## src/include/srq_pkg.sv

```systemverilog
/*
  Package for the sink send-request task block: register indices and byte
  addresses, field positions, reset values, result codes and carrier structs.
  Assumes a 40 MHz bus clock and word-aligned AHB-Lite register access.
*/
package srq_pkg;

  // ****************************************************************
  // Register map (index, byte address is four times the index)
  // ****************************************************************
  localparam logic [7:0] IDX_TASK_CMD = 8'h08;
  localparam logic [7:0] IDX_TASK_DATA = 8'h09;
  localparam logic [7:0] IDX_INT_STATUS = 8'h14;
  localparam logic [7:0] IDX_INT_ENABLE = 8'h16;
  localparam logic [7:0] IDX_INT_CLEAR = 8'h18;
  localparam logic [7:0] IDX_SYS_CONFIG = 8'h28;
  localparam logic [7:0] IDX_ACT_PDO = 8'h34;
  localparam logic [7:0] IDX_ACT_RDO = 8'h35;
  localparam logic [7:0] IDX_SINK_REQ = 8'h36;

  localparam int ADDR_W = 12;
  localparam logic [ADDR_W-1:0] ADDR_TASK_CMD = {2'b00, IDX_TASK_CMD, 2'b00};
  localparam logic [ADDR_W-1:0] ADDR_TASK_DATA = {2'b00, IDX_TASK_DATA, 2'b00};
  localparam logic [ADDR_W-1:0] ADDR_INT_STATUS = {2'b00, IDX_INT_STATUS, 2'b00};
  localparam logic [ADDR_W-1:0] ADDR_INT_ENABLE = {2'b00, IDX_INT_ENABLE, 2'b00};
  localparam logic [ADDR_W-1:0] ADDR_INT_CLEAR = {2'b00, IDX_INT_CLEAR, 2'b00};
  localparam logic [ADDR_W-1:0] ADDR_SYS_CONFIG = {2'b00, IDX_SYS_CONFIG, 2'b00};
  localparam logic [ADDR_W-1:0] ADDR_ACT_PDO = {2'b00, IDX_ACT_PDO, 2'b00};
  localparam logic [ADDR_W-1:0] ADDR_ACT_RDO = {2'b00, IDX_ACT_RDO, 2'b00};
  localparam logic [ADDR_W-1:0] ADDR_SINK_REQ = {2'b00, IDX_SINK_REQ, 2'b00};

  // ****************************************************************
  // Field positions
  // ****************************************************************
  localparam int RDO_COMMS_BIT = 25;
  localparam int RDO_NO_SUSP_BIT = 24;
  localparam int CMD_GO_BIT = 0;
  localparam int CMD_BUSY_BIT = 8;
  localparam int CFG_SINK_ROLE_BIT = 0;
  localparam int CFG_HOST_MODE_BIT = 1;
  localparam int CFG_COMMS_BIT = 2;
  localparam int CFG_SUSP_LSB = 4;
  localparam int INT_CONTRACT_BIT = 0;
  localparam int INT_TASK_DONE_BIT = 1;
  localparam int INT_W = 2;

  // ****************************************************************
  // Reset values and result codes
  // ****************************************************************
  localparam logic [31:0] RST_WORD = 32'h0000_0000;
  localparam logic [5:0] RST_CFG = 6'h00;
  localparam logic [7:0] RES_SUCCESS = 8'h00;
  localparam logic [7:0] RES_TIMEOUT = 8'h01;
  localparam logic [7:0] RES_REJECTED = 8'h03;

  // ****************************************************************
  // Timing
  // ****************************************************************
  localparam int CLK_PERIOD_NS = 25;
  localparam int T_HOST_WINDOW_NS = 10_000;
  localparam int HOST_WINDOW_CYC = T_HOST_WINDOW_NS / CLK_PERIOD_NS;
  localparam int WIN_W = 10;

  // ****************************************************************
  // Carriers
  // ****************************************************************
  typedef struct packed {
    logic src_caps;
    logic caps_suspend_ok;
    logic accept;
    logic reject;
    logic ps_rdy;
    logic port_event;
    logic neg_timeout;
    logic tx_done;
  } srq_pd_rx_t;

  typedef struct packed {
    logic [1:0] suspend_sink_policy;
    logic comms_capable_flag;
    logic sink_host_controlled_mode;
    logic sink_role;
  } srq_cfg_t;

endpackage

```

## src/core/srq_task.sv

```systemverilog
/*
  Sink send-request task engine with its AHB-Lite register slave, the
  interrupt status, enable and clear registers, and the automatic request
  path used when the host is late.
  Assumes a protocol layer that reports received messages and timer expiry
  as one-cycle pulses and takes a request when tx_ready is high.
*/
// Register access over AHB-Lite was decided locally.
// Functional notes
// - Any negotiation timeout before source ready ends the task as timed out.
// - Fresh source capabilities while the task pends end it as timed out.
// - Disconnect, soft or hard reset before completion ends it as timed out.
// - Fixed bits 25:24, then match with stored sink request means success.
// - A matching request object sends no request message.
// - Request sent, then accept and source ready, means success.
// - Task ends at source ready, rejection or timeout, immediately.
// - Suspend policy 11b does not hold off task completion.
// - Caps with suspend support cleared start another negotiation in host mode; the code never reads caps_suspend_ok.
// - Sink request register is written on input, bits 25:24 already fixed.
// - New contract updates active PDO and RDO and raises contract event.
// - Matching request raises the contract event at once.
// - Host late after new caps: device sends its own automatic request.
// - A late task sends its request at the first opportunity.
// - Bit 25 comes from the comms capable configuration field.
// - Bit 24 comes from the suspend sink policy configuration field.
// - Reject when not sink or host-controlled mode is off.
// - Reject when the source answers the request with reject.
`timescale 1ns/1ps
`default_nettype none

module srq_task
  import srq_pkg::*;
(
  input wire logic hclk,
  input wire logic hresetn,
  input wire logic hsel,
  input wire logic [31:0] haddr,
  input wire logic [1:0] htrans,
  input wire logic hwrite,
  input wire logic [2:0] hsize,
  input wire logic [31:0] hwdata,
  input wire logic hready,
  output logic [31:0] hrdata,
  output logic hreadyout,
  output logic hresp,
  output logic irq,
  input wire srq_pd_rx_t pd_rx,
  input wire logic [31:0] auto_rdo,
  input wire logic [31:0] contract_pdo,
  input wire logic tx_ready,
  output logic tx_req_valid,
  output logic [31:0] tx_req_rdo
);

  // ****************************************************************
  // Bus slave
  // ****************************************************************
  typedef enum {
    ST_IDLE,
    ST_CHECK,
    ST_SEND,
    ST_WAIT_TX,
    ST_WAIT_ACCEPT,
    ST_WAIT_READY
  } srq_state_t;

  srq_state_t state_q;
  logic wr_pend_q;
  logic [ADDR_W-1:0] wr_addr_q;
  logic [31:0] hrdata_q;
  logic [31:0] task_data_q;
  logic [31:0] sink_req_q;
  logic [31:0] act_pdo_q;
  logic [31:0] act_rdo_q;
  logic [5:0] cfg_q;
  logic [7:0] result_q;
  logic [INT_W-1:0] int_stat_q;
  logic [INT_W-1:0] int_en_q;
  logic irq_q;
  logic tx_valid_q;
  logic [31:0] tx_rdo_q;
  logic auto_busy_q;
  logic auto_arm_q;
  logic [WIN_W-1:0] win_cnt_q;
  logic go_wr;
  logic int_clr_wr;
  logic addr_valid;
  logic [31:0] rd_word;
  logic [31:0] fixed_rdo;
  logic task_busy;
  logic contract_evt;
  logic done_evt;
  logic task_abort;
  logic auto_send;
  srq_cfg_t cfg;

  // Bit 3 is a spare, so fields are picked by position, not by a plain cast
  assign cfg = srq_cfg_t'({cfg_q[CFG_SUSP_LSB +: 2], cfg_q[CFG_COMMS_BIT],
    cfg_q[CFG_HOST_MODE_BIT], cfg_q[CFG_SINK_ROLE_BIT]});
  assign task_busy = (state_q != ST_IDLE);
  assign addr_valid = hsel & hready & htrans[1];
  assign go_wr = wr_pend_q & (wr_addr_q == ADDR_TASK_CMD) & hwdata[CMD_GO_BIT];
  assign int_clr_wr = wr_pend_q & (wr_addr_q == ADDR_INT_CLEAR);

  always_comb begin
    case (haddr[ADDR_W-1:0])
      ADDR_TASK_CMD: rd_word = {16'h0000, 7'h00, task_busy, result_q};
      ADDR_TASK_DATA: rd_word = task_data_q;
      ADDR_INT_STATUS: rd_word = {{(32-INT_W){1'b0}}, int_stat_q};
      ADDR_INT_ENABLE: rd_word = {{(32-INT_W){1'b0}}, int_en_q};
      ADDR_SYS_CONFIG: rd_word = {26'h000_0000, cfg_q};
      ADDR_ACT_PDO: rd_word = act_pdo_q;
      ADDR_ACT_RDO: rd_word = act_rdo_q;
      ADDR_SINK_REQ: rd_word = sink_req_q;
      default: rd_word = RST_WORD;
    endcase
  end

  // Zero wait states: read data is latched at the address phase edge
  always_ff @(posedge hclk or negedge hresetn) begin
    if (!hresetn) begin
      wr_pend_q <= 1'b0;
      wr_addr_q <= '0;
      hrdata_q <= RST_WORD;
    end else begin
      wr_pend_q <= addr_valid & hwrite;
      if (addr_valid) begin
        wr_addr_q <= haddr[ADDR_W-1:0];
      end
      if (addr_valid & !hwrite) begin
        hrdata_q <= rd_word;
      end
    end
  end

  always_ff @(posedge hclk or negedge hresetn) begin
    if (!hresetn) begin
      task_data_q <= RST_WORD;
      cfg_q <= RST_CFG;
      int_en_q <= '0;
    end else if (wr_pend_q) begin
      case (wr_addr_q)
        ADDR_TASK_DATA: task_data_q <= hwdata;
        ADDR_SYS_CONFIG: cfg_q <= hwdata[5:0];
        ADDR_INT_ENABLE: int_en_q <= hwdata[INT_W-1:0];
        default: ;
      endcase
    end
  end

  // ****************************************************************
  // Request object fix-up
  // ****************************************************************
  always_comb begin
    fixed_rdo = task_data_q;
    fixed_rdo[RDO_COMMS_BIT] = cfg.comms_capable_flag;
    fixed_rdo[RDO_NO_SUSP_BIT] = (cfg.suspend_sink_policy != 2'b00);
  end

  // Any of these ends a pending task as timed out
  assign task_abort = pd_rx.neg_timeout
    | pd_rx.src_caps
    | pd_rx.port_event;

  // ****************************************************************
  // Task state machine
  // ****************************************************************
  always_ff @(posedge hclk or negedge hresetn) begin
    if (!hresetn) begin
      state_q <= ST_IDLE;
      result_q <= RES_SUCCESS;
    end else begin
      case (state_q)
        ST_IDLE: begin
          if (go_wr) begin
            state_q <= ST_CHECK;
          end
        end
        ST_CHECK: begin
          if (!cfg.sink_role || !cfg.sink_host_controlled_mode) begin
            result_q <= RES_REJECTED;
            state_q <= ST_IDLE;
          end else if (fixed_rdo == sink_req_q) begin
            result_q <= RES_SUCCESS;
            state_q <= ST_IDLE;
          end else begin
            state_q <= ST_SEND;
          end
        end
        ST_SEND: begin
          if (task_abort) begin
            result_q <= RES_TIMEOUT;
            state_q <= ST_IDLE;
          end else if (!auto_busy_q && tx_ready && !tx_valid_q) begin
            state_q <= ST_WAIT_TX;
          end
        end
        ST_WAIT_TX: begin
          if (task_abort) begin
            result_q <= RES_TIMEOUT;
            state_q <= ST_IDLE;
          end else if (pd_rx.tx_done) begin
            state_q <= ST_WAIT_ACCEPT;
          end
        end
        ST_WAIT_ACCEPT: begin
          if (task_abort) begin
            result_q <= RES_TIMEOUT;
            state_q <= ST_IDLE;
          end else if (pd_rx.reject) begin
            result_q <= RES_REJECTED;
            state_q <= ST_IDLE;
          end else if (pd_rx.accept) begin
            state_q <= ST_WAIT_READY;
          end
        end
        ST_WAIT_READY: begin
          if (pd_rx.ps_rdy) begin
            result_q <= RES_SUCCESS;
            state_q <= ST_IDLE;
          end else if (task_abort) begin
            result_q <= RES_TIMEOUT;
            state_q <= ST_IDLE;
          end
        end
        default: state_q <= ST_IDLE;
      endcase
    end
  end

  // ****************************************************************
  // Sink request and active contract registers
  // ****************************************************************
  always_ff @(posedge hclk or negedge hresetn) begin
    if (!hresetn) begin
      sink_req_q <= RST_WORD;
    end else if (state_q == ST_CHECK && cfg.sink_role && cfg.sink_host_controlled_mode) begin
      sink_req_q <= fixed_rdo;
    end else if (wr_pend_q && wr_addr_q == ADDR_SINK_REQ) begin
      sink_req_q <= hwdata;
    end
  end

  // Contract lands on source ready for either the task or the auto request
  assign contract_evt = pd_rx.ps_rdy & ((state_q == ST_WAIT_READY) | auto_busy_q)
    | (state_q == ST_CHECK) & cfg.sink_role & cfg.sink_host_controlled_mode
      & (fixed_rdo == sink_req_q);
  assign done_evt = task_busy & (state_q != ST_CHECK) & (state_q != ST_IDLE)
    & (pd_rx.ps_rdy & (state_q == ST_WAIT_READY) | task_abort
      | pd_rx.reject & (state_q == ST_WAIT_ACCEPT))
    | (state_q == ST_CHECK) & (!cfg.sink_role | !cfg.sink_host_controlled_mode
      | (fixed_rdo == sink_req_q));

  always_ff @(posedge hclk or negedge hresetn) begin
    if (!hresetn) begin
      act_pdo_q <= RST_WORD;
      act_rdo_q <= RST_WORD;
    end else if (pd_rx.ps_rdy && (state_q == ST_WAIT_READY || auto_busy_q)) begin
      act_pdo_q <= contract_pdo;
      act_rdo_q <= tx_rdo_q;
    end
  end

  // ****************************************************************
  // Automatic request when the host is late
  // ****************************************************************
  assign auto_send = auto_arm_q & (win_cnt_q == '0) & !task_busy & tx_ready & !tx_valid_q;

  always_ff @(posedge hclk or negedge hresetn) begin
    if (!hresetn) begin
      auto_arm_q <= 1'b0;
      win_cnt_q <= '0;
    end else if (pd_rx.src_caps && cfg.sink_role && cfg.sink_host_controlled_mode) begin
      auto_arm_q <= 1'b1;
      win_cnt_q <= WIN_W'(HOST_WINDOW_CYC - 1);
    end else if (go_wr || pd_rx.port_event || auto_send) begin
      auto_arm_q <= 1'b0;
    end else if (auto_arm_q && win_cnt_q != '0) begin
      win_cnt_q <= win_cnt_q - WIN_W'(1);
    end
  end

  always_ff @(posedge hclk or negedge hresetn) begin
    if (!hresetn) begin
      auto_busy_q <= 1'b0;
    end else if (auto_send) begin
      auto_busy_q <= 1'b1;
    end else if (pd_rx.ps_rdy || pd_rx.reject || pd_rx.neg_timeout || pd_rx.port_event) begin
      auto_busy_q <= 1'b0;
    end
  end

  // ****************************************************************
  // Request transmit handshake
  // ****************************************************************
  always_ff @(posedge hclk or negedge hresetn) begin
    if (!hresetn) begin
      tx_valid_q <= 1'b0;
      tx_rdo_q <= RST_WORD;
    end else if (state_q == ST_SEND && !task_abort && !auto_busy_q && tx_ready && !tx_valid_q) begin
      tx_valid_q <= 1'b1;
      tx_rdo_q <= sink_req_q;
    end else if (auto_send) begin
      tx_valid_q <= 1'b1;
      tx_rdo_q <= auto_rdo;
    end else if (tx_valid_q && tx_ready) begin
      tx_valid_q <= 1'b0;
    end
  end

  // ****************************************************************
  // Interrupts
  // ****************************************************************
  // Set wins over a clear landing in the same cycle
  always_ff @(posedge hclk or negedge hresetn) begin
    if (!hresetn) begin
      int_stat_q <= '0;
      irq_q <= 1'b0;
    end else begin
      int_stat_q[INT_CONTRACT_BIT] <= contract_evt
        | int_stat_q[INT_CONTRACT_BIT] & !(int_clr_wr & hwdata[INT_CONTRACT_BIT]);
      int_stat_q[INT_TASK_DONE_BIT] <= done_evt
        | int_stat_q[INT_TASK_DONE_BIT] & !(int_clr_wr & hwdata[INT_TASK_DONE_BIT]);
      irq_q <= |(int_stat_q & int_en_q);
    end
  end

  assign hrdata = hrdata_q;
  assign hreadyout = 1'b1;
  assign hresp = 1'b0;
  assign irq = irq_q;
  assign tx_req_valid = tx_valid_q;
  assign tx_req_rdo = tx_rdo_q;

endmodule // srq_task

`default_nettype wire

```

## config.mk

```make
export PLATFORM = sky130hd
export DESIGN_NAME = srq_task
export DESIGN_NICKNAME = d
export VERILOG_FILES = /design/src/include/srq_pkg.sv /design/src/core/srq_task.sv
export SDC_FILE = /design/constraint.sdc
export NUM_CORES = 1
export LEC_CHECK = 0
export BUFFER_PORTS_ARGS = -buffer_cell sky130_fd_sc_hd__clkbuf_2
export CAP_MARGIN = 20
export CORE_ASPECT_RATIO = 1.25
export CORE_MARGIN = 2
export CORE_UTILIZATION = 60
export DETAILED_ROUTE_END_ITERATION = 8
export GPL_ROUTABILITY_DRIVEN = 0
export PLACE_DENSITY = 0.86
export SLEW_MARGIN = 10
export SYNTH_ARGS = -nofsm -noshare
export SYNTH_HDL_FRONTEND = slang
export SYNTH_SLANG_ARGS = --single-unit
```

## constraint.sdc

```tcl
create_clock -name hclk -period 3.65 [get_ports hclk]
set_input_delay 0.5475 -clock hclk [delete_from_list [all_inputs] [get_ports hclk]]
set_output_delay 0.5475 -clock hclk [all_outputs]
set_load 0.01 [all_outputs]
```

## Word-level counts from Yosys, hierarchy flattened

Index checks and enable logic that the tools add are counted.

- Memories kept: 0
- Flip-flop bits (word level): 269
- Memory bits (writable): 0
- Bits in latches: 0
- ROM bits: 0
- Output and inout port bits: 68
- Word-level logic and storage cells: 174

- Add/subtract/negate cells: 1
- Bitwise operators: 37
- Div/mod/pow operators: 0
- Multiply operators: 0
- Reductions and logical operators: 50
- Multiplexer cells: 35
- Order comparisons: 0
- Shift-type cells: 0
- Equality and inequality tests: 33

Operator list:

| cell | number |
|---|---|
| $mux 32 | 14 |
| $pmux 32 s8 | 1 |
| $pmux 32 s6 | 1 |
| $eq 32x2->1 const B | 3 |
| $eq 32x3->1 const B | 3 |
| $eq 12x8->1 const B | 6 |
| $eq 32x4->1 const B | 2 |
| $eq 12x6->1 const B | 4 |
| $eq 12x7->1 const B | 4 |
| $mux 8 | 6 |
| $eq 32x1->1 const B | 1 |
| $eq 32x32->1 | 1 |
| $logic_not 32->1 | 1 |
| $ne 32x2->1 const B | 1 |
| $pmux 8 s4 | 1 |
| $reduce_bool 32->1 | 1 |
| $mux 10 | 3 |
| $and 1x1->1 | 25 |
| $ne 3x3->1 const B | 5 |
| $logic_and 1x1->1 | 14 |
| $reduce_bool 2->1 | 6 |
| $or 1x1->1 | 11 |
| $logic_not 10->1 | 1 |
| $reduce_bool 10->1 | 1 |
| other kinds (14) | 40 |

## Longest topological paths before layout

- Depth after elaboration: 8
- Depth in mapped cells: 9

## Least setup slack after synthesis

OpenSTA, ideal clock, no wires.

- Path type: input-to-reg
- Start point: in pd_rx[7] in the netlist's numbering
- End point: reg tx_rdo_q[10], in the netlist tx_req_rdo[10]
- Stages: 8
- Setup time: 0.123 ns
- Buffers on the path: 3
- Arrival time: 2.169 ns
- Slack: 1.358 ns
- Cells stage by stage: or3_1 -> buf_2 -> or3_1 -> or3b_1 -> buf_6 -> buf_6 -> nor2_1 -> a21oi_1

- Cells in the longest elaborated chain, start to end: 8

Ends and longest elaborated chain:

| element | line | RTL |
|---|---|---|
| start: declaration | srq_task.sv:47 | `input wire srq_pd_rx_t pd_rx,` |
| $or 1x1->1 * | srq_task.sv:162 | `\| pd_rx.src_caps` |
| $or 1x1->1 * | srq_task.sv:163 | `\| pd_rx.port_event;` |
| $logic_not 1->1 * | srq_task.sv:300 | `end else if (state_q == ST_SEND && !task_abort && !auto_busy_q && tx_ready && !tx_valid_q) begin` |
| $logic_and 1x1->1 * (4 in series) | srq_task.sv:300 |  |
| $mux 32 or $reduce_bool 2->1 (tied branches) | n/a |  |
| end signal: assignment | srq_task.sv:302 | `tx_rdo_q <= sink_req_q;` |
| end signal: assignment | srq_task.sv:305 | `tx_rdo_q <= auto_rdo;` |
| end: declaration | srq_task.sv:81 | `logic [31:0] tx_rdo_q;` |

Every way passes the cells marked *; elsewhere a longest branch is shown, timed or not.
A chain may end at the register's enable or synchronous reset.

## Worst setup path after layout

- Start point: reg sink_req_q[23]
- End point: reg result_q[3]

- Cells in the longest elaborated chain, start to end: 3

Ends and longest elaborated chain:

| element | line | RTL |
|---|---|---|
| start: declaration | srq_task.sv:72 | `logic [31:0] sink_req_q;` |
| start signal: assignment | srq_task.sv:238 | `sink_req_q <= fixed_rdo;` |
| start signal: assignment | srq_task.sv:240 | `sink_req_q <= hwdata;` |
| $eq 32x32->1 | srq_task.sv:183 | `end else if (fixed_rdo == sink_req_q) begin` |
| $ne 3x3->1 (no line) | n/a |  |
| $reduce_and 3->1 (no line) | n/a |  |
| end signal: assignment | srq_task.sv:181 | `result_q <= RES_REJECTED;` |
| end signal: assignment | srq_task.sv:184 | `result_q <= RES_SUCCESS;` |
| end signal: assignment | srq_task.sv:192 | `result_q <= RES_TIMEOUT;` |
| end: declaration | srq_task.sv:76 | `logic [7:0] result_q;` |

Every way passes these cells.

==> run metrics <==
area share of the largest cell type after synthesis a little over half; htree depth 1; Worst Max-Slew Pin Slew roughly 0.94 ns; leading area contributor after synthesis dfrtp_1; Min Hold Slack between 0.04 and 0.05 ns; Synth top cells by count nand2_1 (270), dfrtp_1 (240), mux2i_1 (70); gr usage total 30.5%; Final Instance Area between 10000 and 15000 sq um; Sequential Power Share 49.1%; Initial Util 60.7%; Max-cap violations 0; full die area ~20000 sq um; XOR/XNOR Fraction of Synth Area roughly 3.2%; clock tree buffer depth 3; FILL cells 1335; crit-path leading delay family simple AND/OR/NAND/NOR gates; LEAKAGE approximately 7 nW; fin crit period 2.70 ns; largest family of logic cells by synthesized area simple AND/OR/NAND/NOR gates; clock latency at the later pin of the worst-skew pair 0.52 ns; post-synthesis mux area share between 10 and 15%; DP HPWL ~20 mm; Synthesized Nets between 1000 and 1500; First DRT Iteration DRCs between 800 and 900; flops & latches, synth 240; area of the core ~19000 sq um; port buffer count about 190; IO Pins roughly 220; main flop type after synthesis dfrtp_1; crit-path max FO 6; worst-path cell chain xor2_1, nor4_1, nand4_1, nor4_2, o211ai_1, and2_1; Crit-path slowest cell nor4_2; internal power 5.03 mW; Adder-Cell Fraction of Synth Area less than 1%; crit start category register; Area growth, synth to finish 16.8%; Post-Synth Simple-Gate Area between 10% and 20%; Final nets ~1400; post-synth cell types 54; final std cells w/o fill 1530; share of cells above drive strength 1 24.3%; routing usage on met3 about 4.4%; Crit path buffers/inverters 0; CTS tree yes; M2 GR Usage a little over half; outcome finished clean; Setup TNS 0 ns; cts bufs inserted 24; CP peak stage delay around 0.66 ns; count leader, synth nand2_1; met1 GRT Util 38.8%; EDFF count, synth 0; busiest layer in global routing met2; Initial DRT Pass Iterations 5; Yosys warnings 0; Net Sw Power between 2 and 2.5 mW; first-pass GRT wire length 48.2 mm; final number of setup-violating endpoints 0; Worst Skew between 0.01 and 0.015 ns; DIE HEIGHT ~160 microns; RSZ-0062 raised after global routing false; Antenna Nets Post-Route 0; Logic pwr share 17.1%; sequential fraction of the synthesis area 53.3%; Clock power frac ~34%; Mapped Area 11300 sq um; peak supply drop ~0.00046 V; # resized after CTS 0; WP data required roughly 4.0 ns; Via density between 6 and 7; fmax about 0.37 GHz; final count of pins violating max slew 0; vias roughly 9400; Root Driver clkbuf_16; Die Wd 127 microns; worst min-delay path class primary input to asynchronous set/reset pin; Post-CTS Repair Setup Buffers 0; CTS Sinks 240; Overflow after GRT 0; antenna violations before repair 0; Compound-Gate Fraction of Synth Area about an eighth; Mapped Cells between 1000 and 1500; CP Capture Type register; WP data arrival about 3 ns; vias in the first global route 9332; Hold Fails Final Rpt 0; Area after DPL approximately 12000 sq um; CP Class register to register; number of diodes 0; Avg Inst Size Synth between 10 and 15 sq um; Site Rows 56; Post-Place Cells about 1500; largest net degree at the start of global routing 118; share of the clock period used by the worst path 73.9%; Cell Pwr Density about 550 nW/um^2; WL per Instance ~20 microns; switching power share of the total between 30% and 40%; synth top area cells dfrtp_1 (53%), nand2_1 (9.0%), mux2i_1 (6.2%); FFs w/ async S/R, synth 100%; cts-stage hold buffer count 0; wirelength, routed slightly above 30 mm; worst rel slew slack between 30% and 40%; Clock transition at path regs around 0.06 ns; Post-route DRC 0
-- cell families after synthesis --
kind of cell	after synthesis
and+or+nand+nor	416
DFF	240
AOI/OAI and AO/OA	209
muxes	123
buffers and inverters	79
xor gates and xnor gates	41
adders and majority gates	4
other	2
-- layer usage --
layer / vias up / wire [microns]
met3: 103 / 2060
met4: 0 / 1360
met5: - / 0
li1: 4225 / -
met1: 4616 / 11800
met2: 443 / 15500
-- area by class of cell --
cell class / count / area (sq um) / area share (%)
sequential: 240 / 6010 / 45.6
multi-input combinational: 795 / 4950 / 37.5
inverter: 13 / 48.8 / 0.370
clock buffer: 34 / 709 / 5.38
tap: 232 / 290 / 2.20
timing repair buffer: 208 / 1100 / 8.38
clock inverter: 8 / 71.3 / 0.541
-- worst reg2reg max path: stages (launching register included) --
cell	delay, ns
dfrtp_1	0.43
xor2_1	0.21
nor4_1	0.38
nand4_1	0.18
nor4_2	0.66
o211ai_1	0.42
and2_1	0.29
-- power groups by stage --
stage          clock network [mW]  logic, mW  registers [mW]
6_report                     2.45       1.23            3.55
3_3_place_gp                    0       1.18            3.55
2_1_floorplan                   0      0.676            3.49
5_1_grt                      2.57       1.36            3.59
4_1_cts                      2.46       1.25            3.53
3_5_place_dp                    0       1.22            3.57
-- stage by stage --
| stage | util (%) | setup WS (ns) | power (mW) |
|---|---|---|---|
| after floorplan | - | 1.36 | 4.17 |
| after global placement | 66.8 | 0.831 | 4.73 |
| after detailed placement | 66.8 | 0.757 | 4.79 |
| after CTS | 71.0 | 0.961 | 7.24 |
| after global routing | 71.0 | 0.819 | 7.53 |
| final | 71.0 | 0.954 | 7.23 |
-- state kept, by name, indices dropped and copies added, names as in the netlist, 3 cells and up --
| register | cells |
|---|---|
| cfg_q | 6 |
| sink_req_q | 32 |
| tx_req_rdo | 32 |
| task_data_q | 32 |
| hrdata | 32 |
| act_rdo_q | 32 |
| result_q | 8 |
| state_q | 3 |
| win_cnt_q | 10 |
| wr_addr_q | 12 |
| act_pdo_q | 32 |
-- worst paths after layout --
kind,from,end,cells after the start,slack [ns]
min in group hclk,contract_pdo[21],act_pdo_q[21],3,0.22
hold / removal,hresetn,win_cnt_q[8],1,0.04
setup reg to reg,sink_req_q[23],result_q[3],6,0.95
setup / recovery,sink_req_q[23],result_q[3],6,0.95
hold reg to reg,hrdata[1],hrdata[1],1,0.47
max in group asynchronous,hresetn,result_q[6],2,2.54
-- cells in the final DEF, fill, tap and decap left out, types with 15 or more instances in the layout --
cell	netlist	final
mux2_2	53	53
o21ai_0	67	66
nor2_1	55	55
dfrtp_1	240	240
clkbuf_16	0	25
xor2_1	28	28
nand2_1	270	269
a221oi_1	31	31
a22o_1	26	26
buf_4	2	21
a21oi_1	37	37
mux2i_1	70	70
nand3_1	16	15
clkbuf_2	0	186
nor4_1	15	15
Note: power is estimated with default switching activity, not from simulation.
